`src/logic/adctr_regs.vh`:
```
// Constants for the converter trigger and re-conversion control block
// Operation
// External trigger pin feeds converter start and timer 5 capture input together.
// Software avoiding capture interrupts sets timer 5 channel 3 compare and masks it.
// Select bit 0 and unmasked: pin event reaches CPU as compare match interrupt.
// Select bit 1 and unmasked: pin event reaches CPU as external interrupt.
// Timer 1 trigger mode starts on timer 1 channel 0 match interrupt.
// External trigger mode starts on the external trigger pin.
// Timer 1 match 1-3 or external 1-3 during conversion may cause one repeat.
// No other interrupt source during conversion means no repeat.
// Timer 1 capture external interrupt lines count as repeat causes.
// Single-buffer repeat: first conversion stores and interrupts before repeat starts.
// Single-buffer repeat overwrites same result and interrupts again.
// Result registers stay readable during repeat, showing stored value.
// Four-buffer and scan: finish, store, redo same channel, overwrite result.
// After repeat the sequence continues; interrupt when sequence completes.
// Repeat on final conversion: interrupt, redo final conversion, interrupt again.
// Software needing no repeats uses software trigger from interrupt handlers.
// Software trigger completes 4 clocks plus conversion clocks after trigger.
// Timer trigger by external interrupt completes 5.5-6.5 plus conversion clocks.
// Timer trigger by compare match completes 2.5 plus conversion clocks.
// External trigger completes 4.5-5.5 plus conversion clocks after pin event.
// Conversion time select 010 gives 96 clocks per conversion.
// Mode register 02H software, 22H/32H timer, 62H external, all 96 clocks.
// Software selects external trigger with source 110 and pin control mode.
// Only the falling edge of the external trigger pin is a trigger.
// Clearing enable mid-conversion aborts at once, results unchanged.
// Conversion-end interrupt is a one-clock pulse for every completion.
`ifndef ADCTR_REGS_VH
`define ADCTR_REGS_VH

// Register offsets
`define ADCTR_A_CHAN 6'h00
`define ADCTR_A_TRIG 6'h04
`define ADCTR_A_TIM5 6'h08
`define ADCTR_A_STAT 6'h0C
`define ADCTR_A_RES0 6'h10
`define ADCTR_A_RES1 6'h14
`define ADCTR_A_RES2 6'h18
`define ADCTR_A_RES3 6'h1C

// Channel control fields
`define ADCTR_F_CE 0
`define ADCTR_F_SCAN 1
`define ADCTR_F_BUF4 2
`define ADCTR_F_CHLO 4
`define ADCTR_F_CHHI 5
// Timing and trigger fields
`define ADCTR_F_FRLO 0
`define ADCTR_F_FRHI 2
`define ADCTR_F_TRLO 4
`define ADCTR_F_TRHI 6
// Timer 5 channel 3 fields
`define ADCTR_F_ISEL 0
`define ADCTR_F_CMPSEL 1
`define ADCTR_F_MASK 2

// Reset values
`define ADCTR_RST_CHAN 8'h00
`define ADCTR_RST_TRIG 8'h02
`define ADCTR_RST_TIM5 8'h06

// Trigger source codes
`define ADCTR_TRG_SW 3'h0
`define ADCTR_TRG_TCMP 3'h2
`define ADCTR_TRG_TEXT 3'h3
`define ADCTR_TRG_EXT 3'h6

// Conversion time select codes and lengths in clocks
`define ADCTR_FR_96 3'h2
`define ADCTR_FR_A 3'h0
`define ADCTR_FR_B 3'h1
`define ADCTR_FR_C 3'h3
`define ADCTR_CONV_96 9'h060
`define ADCTR_CONV_A 9'h0A8
`define ADCTR_CONV_B 9'h078
`define ADCTR_CONV_C 9'h048

// Trigger to conversion start times, in tenths of a clock
`define ADCTR_PRE_SW_X10 40
`define ADCTR_PRE_TEXT_X10 55
`define ADCTR_PRE_TCMP_X10 25
`define ADCTR_PRE_EXT_X10 45
`define ADCTR_X10_TO_CYC(t) (((t) + 9) / 10)

// Sequence
`define ADCTR_LAST_IDX 2'h3
`define ADCTR_RES_W 10

`endif

```
`src/logic/adctr_ctrl.v`:
```
// Converter trigger, sequencing and re-conversion control
`timescale 1ns/1ps
`include "adctr_regs.vh"

module adctr_ctrl (
    // Clock and reset
    input wire clock,
    input wire rstn,
    // Register port
    input wire [5:0] addr,
    input wire [7:0] wrData,
    input wire wrStrobe,
    input wire rdStrobe,
    output reg [15:0] rdData,
    // External trigger pin
    input wire extConvTriggerPin,
    // Timer unit 1 interrupt signals
    input wire [3:0] timer1MatchIrq,
    input wire [3:0] timer1ExtIrq,
    // Timer 5 channel 3 and CPU interrupt paths
    output wire timer5CaptureStrobe,
    output wire timer5MatchIrq,
    output wire timer5ExtIrq,
    // Analog front end
    input wire [9:0] sampleData,
    output reg [1:0] sampleChannel,
    output reg sampleActive,
    // Conversion end
    output reg convDoneIrq
);

    localparam ST_IDLE = 2'b00;
    localparam ST_DELAY = 2'b01;
    localparam ST_CONV = 2'b10;

    // Start delays rounded up to whole clocks
    localparam integer PRE_SW_I = `ADCTR_X10_TO_CYC(`ADCTR_PRE_SW_X10);
    localparam integer PRE_TEXT_I = `ADCTR_X10_TO_CYC(`ADCTR_PRE_TEXT_X10);
    localparam integer PRE_TCMP_I = `ADCTR_X10_TO_CYC(`ADCTR_PRE_TCMP_X10);
    localparam integer PRE_EXT_I = `ADCTR_X10_TO_CYC(`ADCTR_PRE_EXT_X10);
    localparam [8:0] PRE_SW = PRE_SW_I[8:0];
    localparam [8:0] PRE_TEXT = PRE_TEXT_I[8:0];
    localparam [8:0] PRE_TCMP = PRE_TCMP_I[8:0];
    localparam [8:0] PRE_EXT = PRE_EXT_I[8:0];
    localparam [8:0] ONE = 9'h001;

    reg [7:0] convChannelCtrlReg;
    reg [7:0] convTimingTriggerReg;
    reg [7:0] timer5ModeReg;
    reg [1:0] state;
    reg [1:0] next_state;
    reg [8:0] count;
    reg [8:0] next_count;
    reg [1:0] seqIdx;
    reg [1:0] next_seqIdx;
    reg repeatPending;
    reg next_repeatPending;
    reg pinLast;
    reg storeNow;
    reg doneNow;
    reg [9:0] convResultReg [0:3];

    wire ceBit = convChannelCtrlReg[`ADCTR_F_CE];
    wire scanMode = convChannelCtrlReg[`ADCTR_F_SCAN];
    wire buf4Mode = convChannelCtrlReg[`ADCTR_F_BUF4];
    wire [1:0] selChannel = convChannelCtrlReg[`ADCTR_F_CHHI:`ADCTR_F_CHLO];
    wire [2:0] convTimeSelect = convTimingTriggerReg[`ADCTR_F_FRHI:`ADCTR_F_FRLO];
    wire [2:0] triggerSourceSelect = convTimingTriggerReg[`ADCTR_F_TRHI:`ADCTR_F_TRLO];
    wire multiMode = scanMode | buf4Mode;
    wire lastConv = ~multiMode | (seqIdx == `ADCTR_LAST_IDX);
    wire swWrite = wrStrobe & (addr == `ADCTR_A_CHAN);
    wire ceRise = swWrite & wrData[`ADCTR_F_CE] & ~ceBit;
    wire ceClear = swWrite & ~wrData[`ADCTR_F_CE];

    // Falling edge of the shared pin
    wire pinFall = pinLast & ~extConvTriggerPin;

    // Shared pin also feeds timer 5 and the CPU interrupt path
    assign timer5CaptureStrobe = pinFall & ~timer5ModeReg[`ADCTR_F_CMPSEL];
    assign timer5MatchIrq = pinFall & ~timer5ModeReg[`ADCTR_F_MASK] & ~timer5ModeReg[`ADCTR_F_ISEL];
    assign timer5ExtIrq = pinFall & ~timer5ModeReg[`ADCTR_F_MASK] & timer5ModeReg[`ADCTR_F_ISEL];

    // Start source per mode
    reg hwTrigger;
    reg [8:0] preCycles;
    always @* begin
        hwTrigger = 1'b0;
        preCycles = PRE_SW;
        case (triggerSourceSelect)
            `ADCTR_TRG_TCMP: begin
                hwTrigger = timer1MatchIrq[0];
                preCycles = PRE_TCMP;
            end
            `ADCTR_TRG_TEXT: begin
                hwTrigger = timer1ExtIrq[0];
                preCycles = PRE_TEXT;
            end
            `ADCTR_TRG_EXT: begin
                hwTrigger = pinFall;
                preCycles = PRE_EXT;
            end
            default: begin
                hwTrigger = 1'b0;
                preCycles = PRE_SW;
            end
        endcase
    end

    wire swMode = (triggerSourceSelect == `ADCTR_TRG_SW);
    wire startReq = swMode ? ceRise : (ceBit & hwTrigger);
    // Timer 1 channel 1-3 sources seen while converting, hardware trigger modes only
    wire repeatCause = ~swMode & ((|timer1MatchIrq[3:1]) | (|timer1ExtIrq[3:1]));

    // Conversion length
    reg [8:0] convCycles;
    always @* begin
        case (convTimeSelect)
            `ADCTR_FR_96: convCycles = `ADCTR_CONV_96;
            `ADCTR_FR_A: convCycles = `ADCTR_CONV_A;
            `ADCTR_FR_B: convCycles = `ADCTR_CONV_B;
            `ADCTR_FR_C: convCycles = `ADCTR_CONV_C;
            default: convCycles = `ADCTR_CONV_96;
        endcase
    end

    // Sequencer
    always @* begin
        next_state = state;
        next_count = count;
        next_seqIdx = seqIdx;
        next_repeatPending = repeatPending;
        storeNow = 1'b0;
        doneNow = 1'b0;
        case (state)
            ST_IDLE: begin
                if (startReq & ~ceClear) begin
                    next_state = ST_DELAY;
                    next_count = preCycles - ONE;
                    next_repeatPending = 1'b0;
                end
            end
            ST_DELAY: begin
                if (count == 9'h000) begin
                    next_state = ST_CONV;
                    next_count = convCycles - ONE;
                end else begin
                    next_count = count - ONE;
                end
            end
            ST_CONV: begin
                if (repeatCause)
                    next_repeatPending = 1'b1;
                if (count == 9'h000) begin
                    storeNow = 1'b1;
                    next_count = convCycles - ONE;
                    if (repeatPending | repeatCause) begin
                        // Redo same entry, no new trigger needed
                        next_repeatPending = 1'b0;
                        next_state = ST_CONV;
                        doneNow = lastConv;
                    end else begin
                        doneNow = lastConv;
                        next_seqIdx = lastConv ? 2'h0 : seqIdx + 2'h1;
                        if (swMode & ~lastConv)
                            next_state = ST_CONV;
                        else
                            next_state = ST_IDLE;
                    end
                end else begin
                    next_count = count - ONE;
                end
            end
            default: begin
                next_state = ST_IDLE;
            end
        endcase
        if (ceClear) begin
            // Abort without storing
            next_state = ST_IDLE;
            next_seqIdx = 2'h0;
            next_repeatPending = 1'b0;
            storeNow = 1'b0;
            doneNow = 1'b0;
        end
    end

    always @(posedge clock) begin
        if (!rstn) begin
            state <= ST_IDLE;
            count <= 9'h000;
            seqIdx <= 2'h0;
            repeatPending <= 1'b0;
            pinLast <= 1'b1;
            convDoneIrq <= 1'b0;
            sampleActive <= 1'b0;
            sampleChannel <= 2'h0;
        end else begin
            state <= next_state;
            count <= next_count;
            seqIdx <= next_seqIdx;
            repeatPending <= next_repeatPending;
            pinLast <= extConvTriggerPin;
            convDoneIrq <= doneNow;
            sampleActive <= (next_state == ST_CONV);
            sampleChannel <= (scanMode ? next_seqIdx : selChannel);
        end
    end

    // Result storage entry for this conversion
    wire [1:0] storeIdx = multiMode ? seqIdx : selChannel;

    genvar gi;
    generate
        for (gi = 0; gi < 4; gi = gi + 1) begin : gRes
            always @(posedge clock) begin
                if (!rstn)
                    convResultReg[gi] <= 10'h000;
                else if (storeNow && storeIdx == gi)
                    convResultReg[gi] <= sampleData;
            end
        end
    endgenerate

    // Register writes
    always @(posedge clock) begin
        if (!rstn) begin
            convChannelCtrlReg <= `ADCTR_RST_CHAN;
            convTimingTriggerReg <= `ADCTR_RST_TRIG;
            timer5ModeReg <= `ADCTR_RST_TIM5;
        end else if (wrStrobe) begin
            case (addr)
                `ADCTR_A_CHAN: convChannelCtrlReg <= wrData;
                `ADCTR_A_TRIG: convTimingTriggerReg <= wrData;
                `ADCTR_A_TIM5: timer5ModeReg <= wrData;
                default: convChannelCtrlReg <= convChannelCtrlReg;
            endcase
        end
    end

    // Register reads, data in the following cycle
    always @(posedge clock) begin
        if (!rstn) begin
            rdData <= 16'h0000;
        end else if (rdStrobe) begin
            case (addr)
                `ADCTR_A_CHAN: rdData <= {8'h00, convChannelCtrlReg};
                `ADCTR_A_TRIG: rdData <= {8'h00, convTimingTriggerReg};
                `ADCTR_A_TIM5: rdData <= {8'h00, timer5ModeReg};
                `ADCTR_A_STAT: rdData <= {10'h000, seqIdx, repeatPending, 1'b0, state};
                `ADCTR_A_RES0: rdData <= {6'h00, convResultReg[0]};
                `ADCTR_A_RES1: rdData <= {6'h00, convResultReg[1]};
                `ADCTR_A_RES2: rdData <= {6'h00, convResultReg[2]};
                `ADCTR_A_RES3: rdData <= {6'h00, convResultReg[3]};
                default: rdData <= 16'h0000;
            endcase
        end else begin
            rdData <= 16'h0000;
        end
    end

endmodule // adctr_ctrl

```
`config.mk`:
```
export PLATFORM = sky130hd
export DESIGN_NAME = adctr_ctrl
export DESIGN_NICKNAME = d
export VERILOG_FILES = /design/src/logic/adctr_ctrl.v
export VERILOG_INCLUDE_DIRS = /design/src /design/src/logic
export SDC_FILE = /design/constraint.sdc
export NUM_CORES = 1
export LEC_CHECK = 0
export BUFFER_PORTS_ARGS = -buffer_cell sky130_fd_sc_hd__clkbuf_2
export CAP_MARGIN = 15
export CORE_MARGIN = 8
export CORE_UTILIZATION = 60
export CTS_BUF_LIST = sky130_fd_sc_hd__clkbuf_8
export DETAILED_ROUTE_END_ITERATION = 16
export PLACE_DENSITY_LB_ADDON = 0.2
export RECOVER_POWER = 25
export SKIP_CTS_REPAIR_TIMING = 1
export SYNTH_ARGS = -nofsm -noshare
export SYNTH_HDL_FRONTEND = slang
export SYNTH_SLANG_ARGS = --single-unit
```
`constraint.sdc`:
```
create_clock -name clock -period 3.9 [get_ports clock]
set_input_delay 0.195 -clock clock [delete_from_list [all_inputs] [get_ports clock]]
set_output_delay 0.195 -clock clock [all_outputs]
set_load 0.005 [all_outputs]
```
; After elaboration in Yosys (flattened, before gate mapping)
; Memory sizes are Yosys's and may differ from the RTL's.
; Index checks and enable logic that the tools add are counted.
[totals]
ramBits = 40
mem_count = 1
regBits = 59
out_inout_bits = 23
mem_bits_ro = 0
latchBits = 0
[op_classes]
add_sub_neg = 4
mul = 0
n_bitwise = 34
shifts = 0
reduce_logical = 23
div = 0
eq_ne = 20
muxes = 47
n_lt_le_gt_ge = 0
[mem_list]
columns = memory, words, word_bits, read_ports, rd_ports_with_merged_regs, wr, line_no
row1 = convResultReg, 4, 10, 4, 0, 4, adctr_ctrl.v:61  ; reg [9:0] convResultReg [0:3];
[ops]
columns = cell, count
row1 = $pmux 10 s8, 1
row2 = $mux 10, 4
row3 = $sub 9x1->9 const B, 3
row4 = $mux 2, 13
row5 = $eq 6x5->1 const B, 4
row6 = $pmux 8 s3, 1
row7 = $mux 1, 21
row8 = $mux 9, 2
row9 = $pmux 9 s2, 1
row10 = $and 1x1->1, 13
row11 = $not 1->1, 13
row12 = $eq 6x4->1 const B, 2
row13 = $reduce_and 2->1, 6
row14 = $eq 2x2->1 const B, 5
row15 = $eq 3x2->1 const B, 3
row16 = $logic_not 9->1, 1
row17 = $pmux 3 s3, 1
row18 = $or 1x1->1, 8
row19 = $eq 6x3->1 const B, 1
row20 = $logic_not 3->1, 2
row21 = $logic_not 6->1, 1
row22 = $pmux 2 s3, 1
row23 = $reduce_or 3->1, 2
row24 = $eq 2x1->1 const B, 2
row25 = other kinds (11), 17

; Depth between registers and ports, before layout
[depth]
word_depth = 11
depth_mapped = 12
mapped_depth_nobuf = 10

; Least setup slack after synthesis
; OpenSTA, ideal clock, no wires.
[synth_path]
path_type = flip-flop to flip-flop
start = register state[0]
end = register count[8]
stages_incl_launch_ff = 13
arrival_ps = 2670
n_path_buf = 2
setup_ps = 131
setup_slack_ps = 1099
cell_sequence = dfxtp_1 -> inv_1 -> ha_1 -> clkbuf_1 -> clkbuf_1 -> nor2_1 -> a21oi_1 -> ha_1 -> o21a_1 -> o311ai_0 -> or2_2 -> o311ai_2 -> o41ai_2
[synth_between]
elab_chain_len = 4
[synth_lines]
columns = element, line_no
row1 = "start, declared", adctr_ctrl.v:50  ; reg [1:0] state;
row2 = "start signal, assigned", adctr_ctrl.v:198  ; state <= next_state;
row3 = $eq 2x2->1 or $eq 2x1->1 (tied branches), adctr_ctrl.v:134  ; case (state)
row4 = $reduce_or 2->1 (no source line), --
row5 = $reduce_bool 2->1 (no source line), --
row6 = $reduce_and 2->1 (no source line), --
row7 = "end signal, assigned", adctr_ctrl.v:199  ; count <= next_count;
row8 = "end, declared", adctr_ctrl.v:52  ; reg [8:0] count;
; Several ways; a longest one is shown, not always the timed one.
; A chain may end at the register's enable or synchronous reset.

; Final worst setup path
; Same ends and word-level chain as after synthesis.

==> flow_summary.yaml <==
place:
  globalplace.congestion: 0.896
  port_buffers: 53
  place_ws_ps: 1010
  dp_hpwl_mm: 8.46
cts:
  path_clk_slew_ps: 100
  root_buffer: "clkbuf_8"
  h-tree-depth: 3
  cts.sinks: 93
  clockBufferDepth: 2
  tritoncts: "yes"
  cts_buffers: 9
  clk_latency_ps: 370
critical_path:
  cp_data_required_time_ps: 4150
  crit_fanout: 19
  slowest_delay_ps: 610
  crit_family: "compound AO/OA/AOI/OAI gates"
  cpMostUsedCell: "ha_1"
  path_buf_inv: 1
  path_cells: "inv_1, ha_1, nor2_1, a21oi_1, ha_1, o21a_1, o311ai_0, or2_2, o311ai_2, o41ai_2"
  crit_path_start: "state[0]"
  crit_path_top_delay_cell: "ha_1"
  cp-end-kind: "register"
  path_class: "register to register"
  r2r_start: "state[0]"
  worst_ep_arrival_time_ps: 3220
  cp-start-kind: "register"
timing:
  tns_ps: 0
  rsz0062_at_grt: "false"
  finalHoldViolCount: 0
  drv_slew: 55
  finalCriticalPeriod_ps: 2970
  finalSetupViolCount: 0
  slew-limit-headroom_pct: -12.8
  finClkSkew_ps: 12.3
  setup_ws_ps: 928
  finalCritPeriodShare_pct: 76.2
  worstMarginPinSlew_ps: 1690
  max_freq_mhz: 336
floorplanning:
  fp.coreArea_um2: 7570
  dieWidth_um: 104
  die_area_um2: 10700
  rows: 32
  ios: 60
  fp.dieH_um: 104
  start_util_pct: 60.7
logic_synthesis:
  syn_area_um2: 4590
  yosys.area_share.adder_pct: 1.63
  synth_edf_count: 40
  synth_compound_area_share_pct: 16.9
  netlist_instances: 474
  synth_xor_area_share_pct: 0.572
  synth-seq-area-share_pct: 49.2
  ys.flop_type: "dfxtp_1"
  synth.ff_latch_count: 93
  syn_avg_cell_area_um2: 9.69
  synthMuxAreaShare_pct: 2.81
  ys_types: 63
  synthSimpleGateAreaFrac_pct: 25.6
  synth_top_family_by_area: "simple AND/OR/NAND/NOR gates"
  yosysWarningCount: 0
  async_reset_ff_share_pct: 0
global_routing:
  grt-ovfl-total: 0
  grtUsageTotal_pct: 21.7
  antenna_found_initial: 0
  grt_max_degree: 45
  grt_pass1_vias: 3755
  grt_pass1_wl_mm: 19.0
run:
  cap_violations: 2
drt:
  wire_per_inst_um: 18.3
  drc: 0
  ant_nets: 0
  first_iter_violations: 227
  dr_total_vias: 3890
  drtPass1Iterations: 5
  via_per_inst: 6.15
  wl_mm: 11.6
power_and_ir_drop:
  leakage_nw: 1.87
  vdd_ir_drop_max_mv: 0.223
  power_density_nw_per_um2: 349
  power_mw: 1.78
worst_hold_path:
  min_from: "extConvTriggerPin"
  hold_path.class: "input port to register"
final_layout:
  flow.area_growth_from_synthesis_pct: 11.2
  drive_above_1_share_pct: 14.9
  regArea_um2: 2260
  n_antenna_cell: 0
  multiInputGateArea_um2: 2200
  nFillCells: 600
  nNetsFinal: 569
run_status:
  outcome: "finished, violations left"
  violations: "capacitance limit, slew limit"
## cell usage after synthesis (10+ instances only)
master / number / area [um^2]
dfxtp_1: 53 / 1060
a31oi_1: 14 / 87.6
edfxtp_1: 40 / 1200
o21ai_0: 15 / 75.1
nand2_1: 64 / 240
nand3_1: 30 / 150
a21boi_0: 21 / 158
nor3_1: 10 / 50.1
nor2_1: 24 / 90.1
clkbuf_1: 17 / 63.8
and2_1: 44 / 275
## cell type report
class / count / area share, %
clock buffers: 9 / 2.42
clock inverters: 7 / 1.40
inverters: 8 / 0.588
multi-input cells: 354 / 43.0
flip-flops and latches: 93 / 44.3
well taps: 102 / 2.50
repair buffers: 60 / 5.78
## where the power goes
| part | switching [mW] | internal, mW | total, mW | leakage (nW) |
|---|---|---|---|---|
| sequential | 0.00712 | 1.03 | 1.04 | 0.840 |
| clock | 0.391 | 0.256 | 0.647 | 0.102 |
| combinational | 0.0613 | 0.0364 | 0.0977 | 0.925 |
| total | 0.460 | 1.32 | 1.78 | 1.87 |
## sequential cells by signal, indices dropped and copies added, names as in the netlist
register	flops
convResultReg	40
rdData	10
count	9
convChannelCtrlReg	8
convTimingTriggerReg	8
timer5ModeReg	8
sampleChannel	2
seqIdx	2
state	2
convDoneIrq	1
pinLast	1
repeatPending	1
sampleActive	1
## kinds of logic (layout without fill, tap and decap cells)
family          Yosys count  after routing
simple gates            222            222
compound gates          106            106
flops                    93             93
buf+inv                  32             84
mux                      11             11
fa+ha+maj                 6              6
xor+xnor                  3              3
other cells               1              6
## layout by cell type, fill, tap and decap left out, types with 3 or more instances in the layout
master	netlist	layout
nand3_1	30	30
nand2b_1	8	8
dfxtp_1	53	53
o211a_1	3	3
o21ai_0	15	15
a21boi_0	21	21
nor2b_1	5	5
conb_1	1	6
nor3_1	10	10
a221oi_1	4	4
or4_1	3	3
nor4_1	4	4
inv_1	8	8
nand2_1	64	64
and2_1	44	44
a21oi_1	8	8
mux2_2	5	5
nor2_1	24	24
and3_1	3	3
o22ai_1	3	3
edfxtp_1	40	40
clkbuf_2	0	41
a22oi_1	8	8
ha_1	6	6
inv_8	0	4
o21a_1	6	6
clkbuf_8	0	9
a222oi_1	4	4
mux2i_1	5	5
a31oi_1	14	14
or3_1	5	5
clkbuf_1	17	14
buf_4	7	5
nor3b_1	7	7
## final timing paths
kind               end  slack, ps  depth (start not counted)
min reg2reg  rdData[7]        490                          2
min            pinLast         30                          2
max reg2reg   count[8]        930                         10
max           count[8]        930                         10
## per-layer routing
layer,up-vias,share of wire (%),wire (um),global-route usage (%)
met4,0,2.0,227,9.13
met1,1852,43,5010,28.1
met2,187,46,5380,34.3
met3,17,8.4,976,4.46
li1,1834,-,-,-
met5,-,0,0,0
## stage by stage
stage,instances,utilization (%),hold WS (ps),cell area (um^2)
global route,633,67.5,35.2,5110
finish,633,67.5,26.3,5110
CTS,633,67.9,26.3,5140
floorplan,479,-,296,4610
global placement,617,65.3,390,4940
detailed placement,617,65.3,402,4940
No activity file was read; power rests on OpenSTA's default activity.
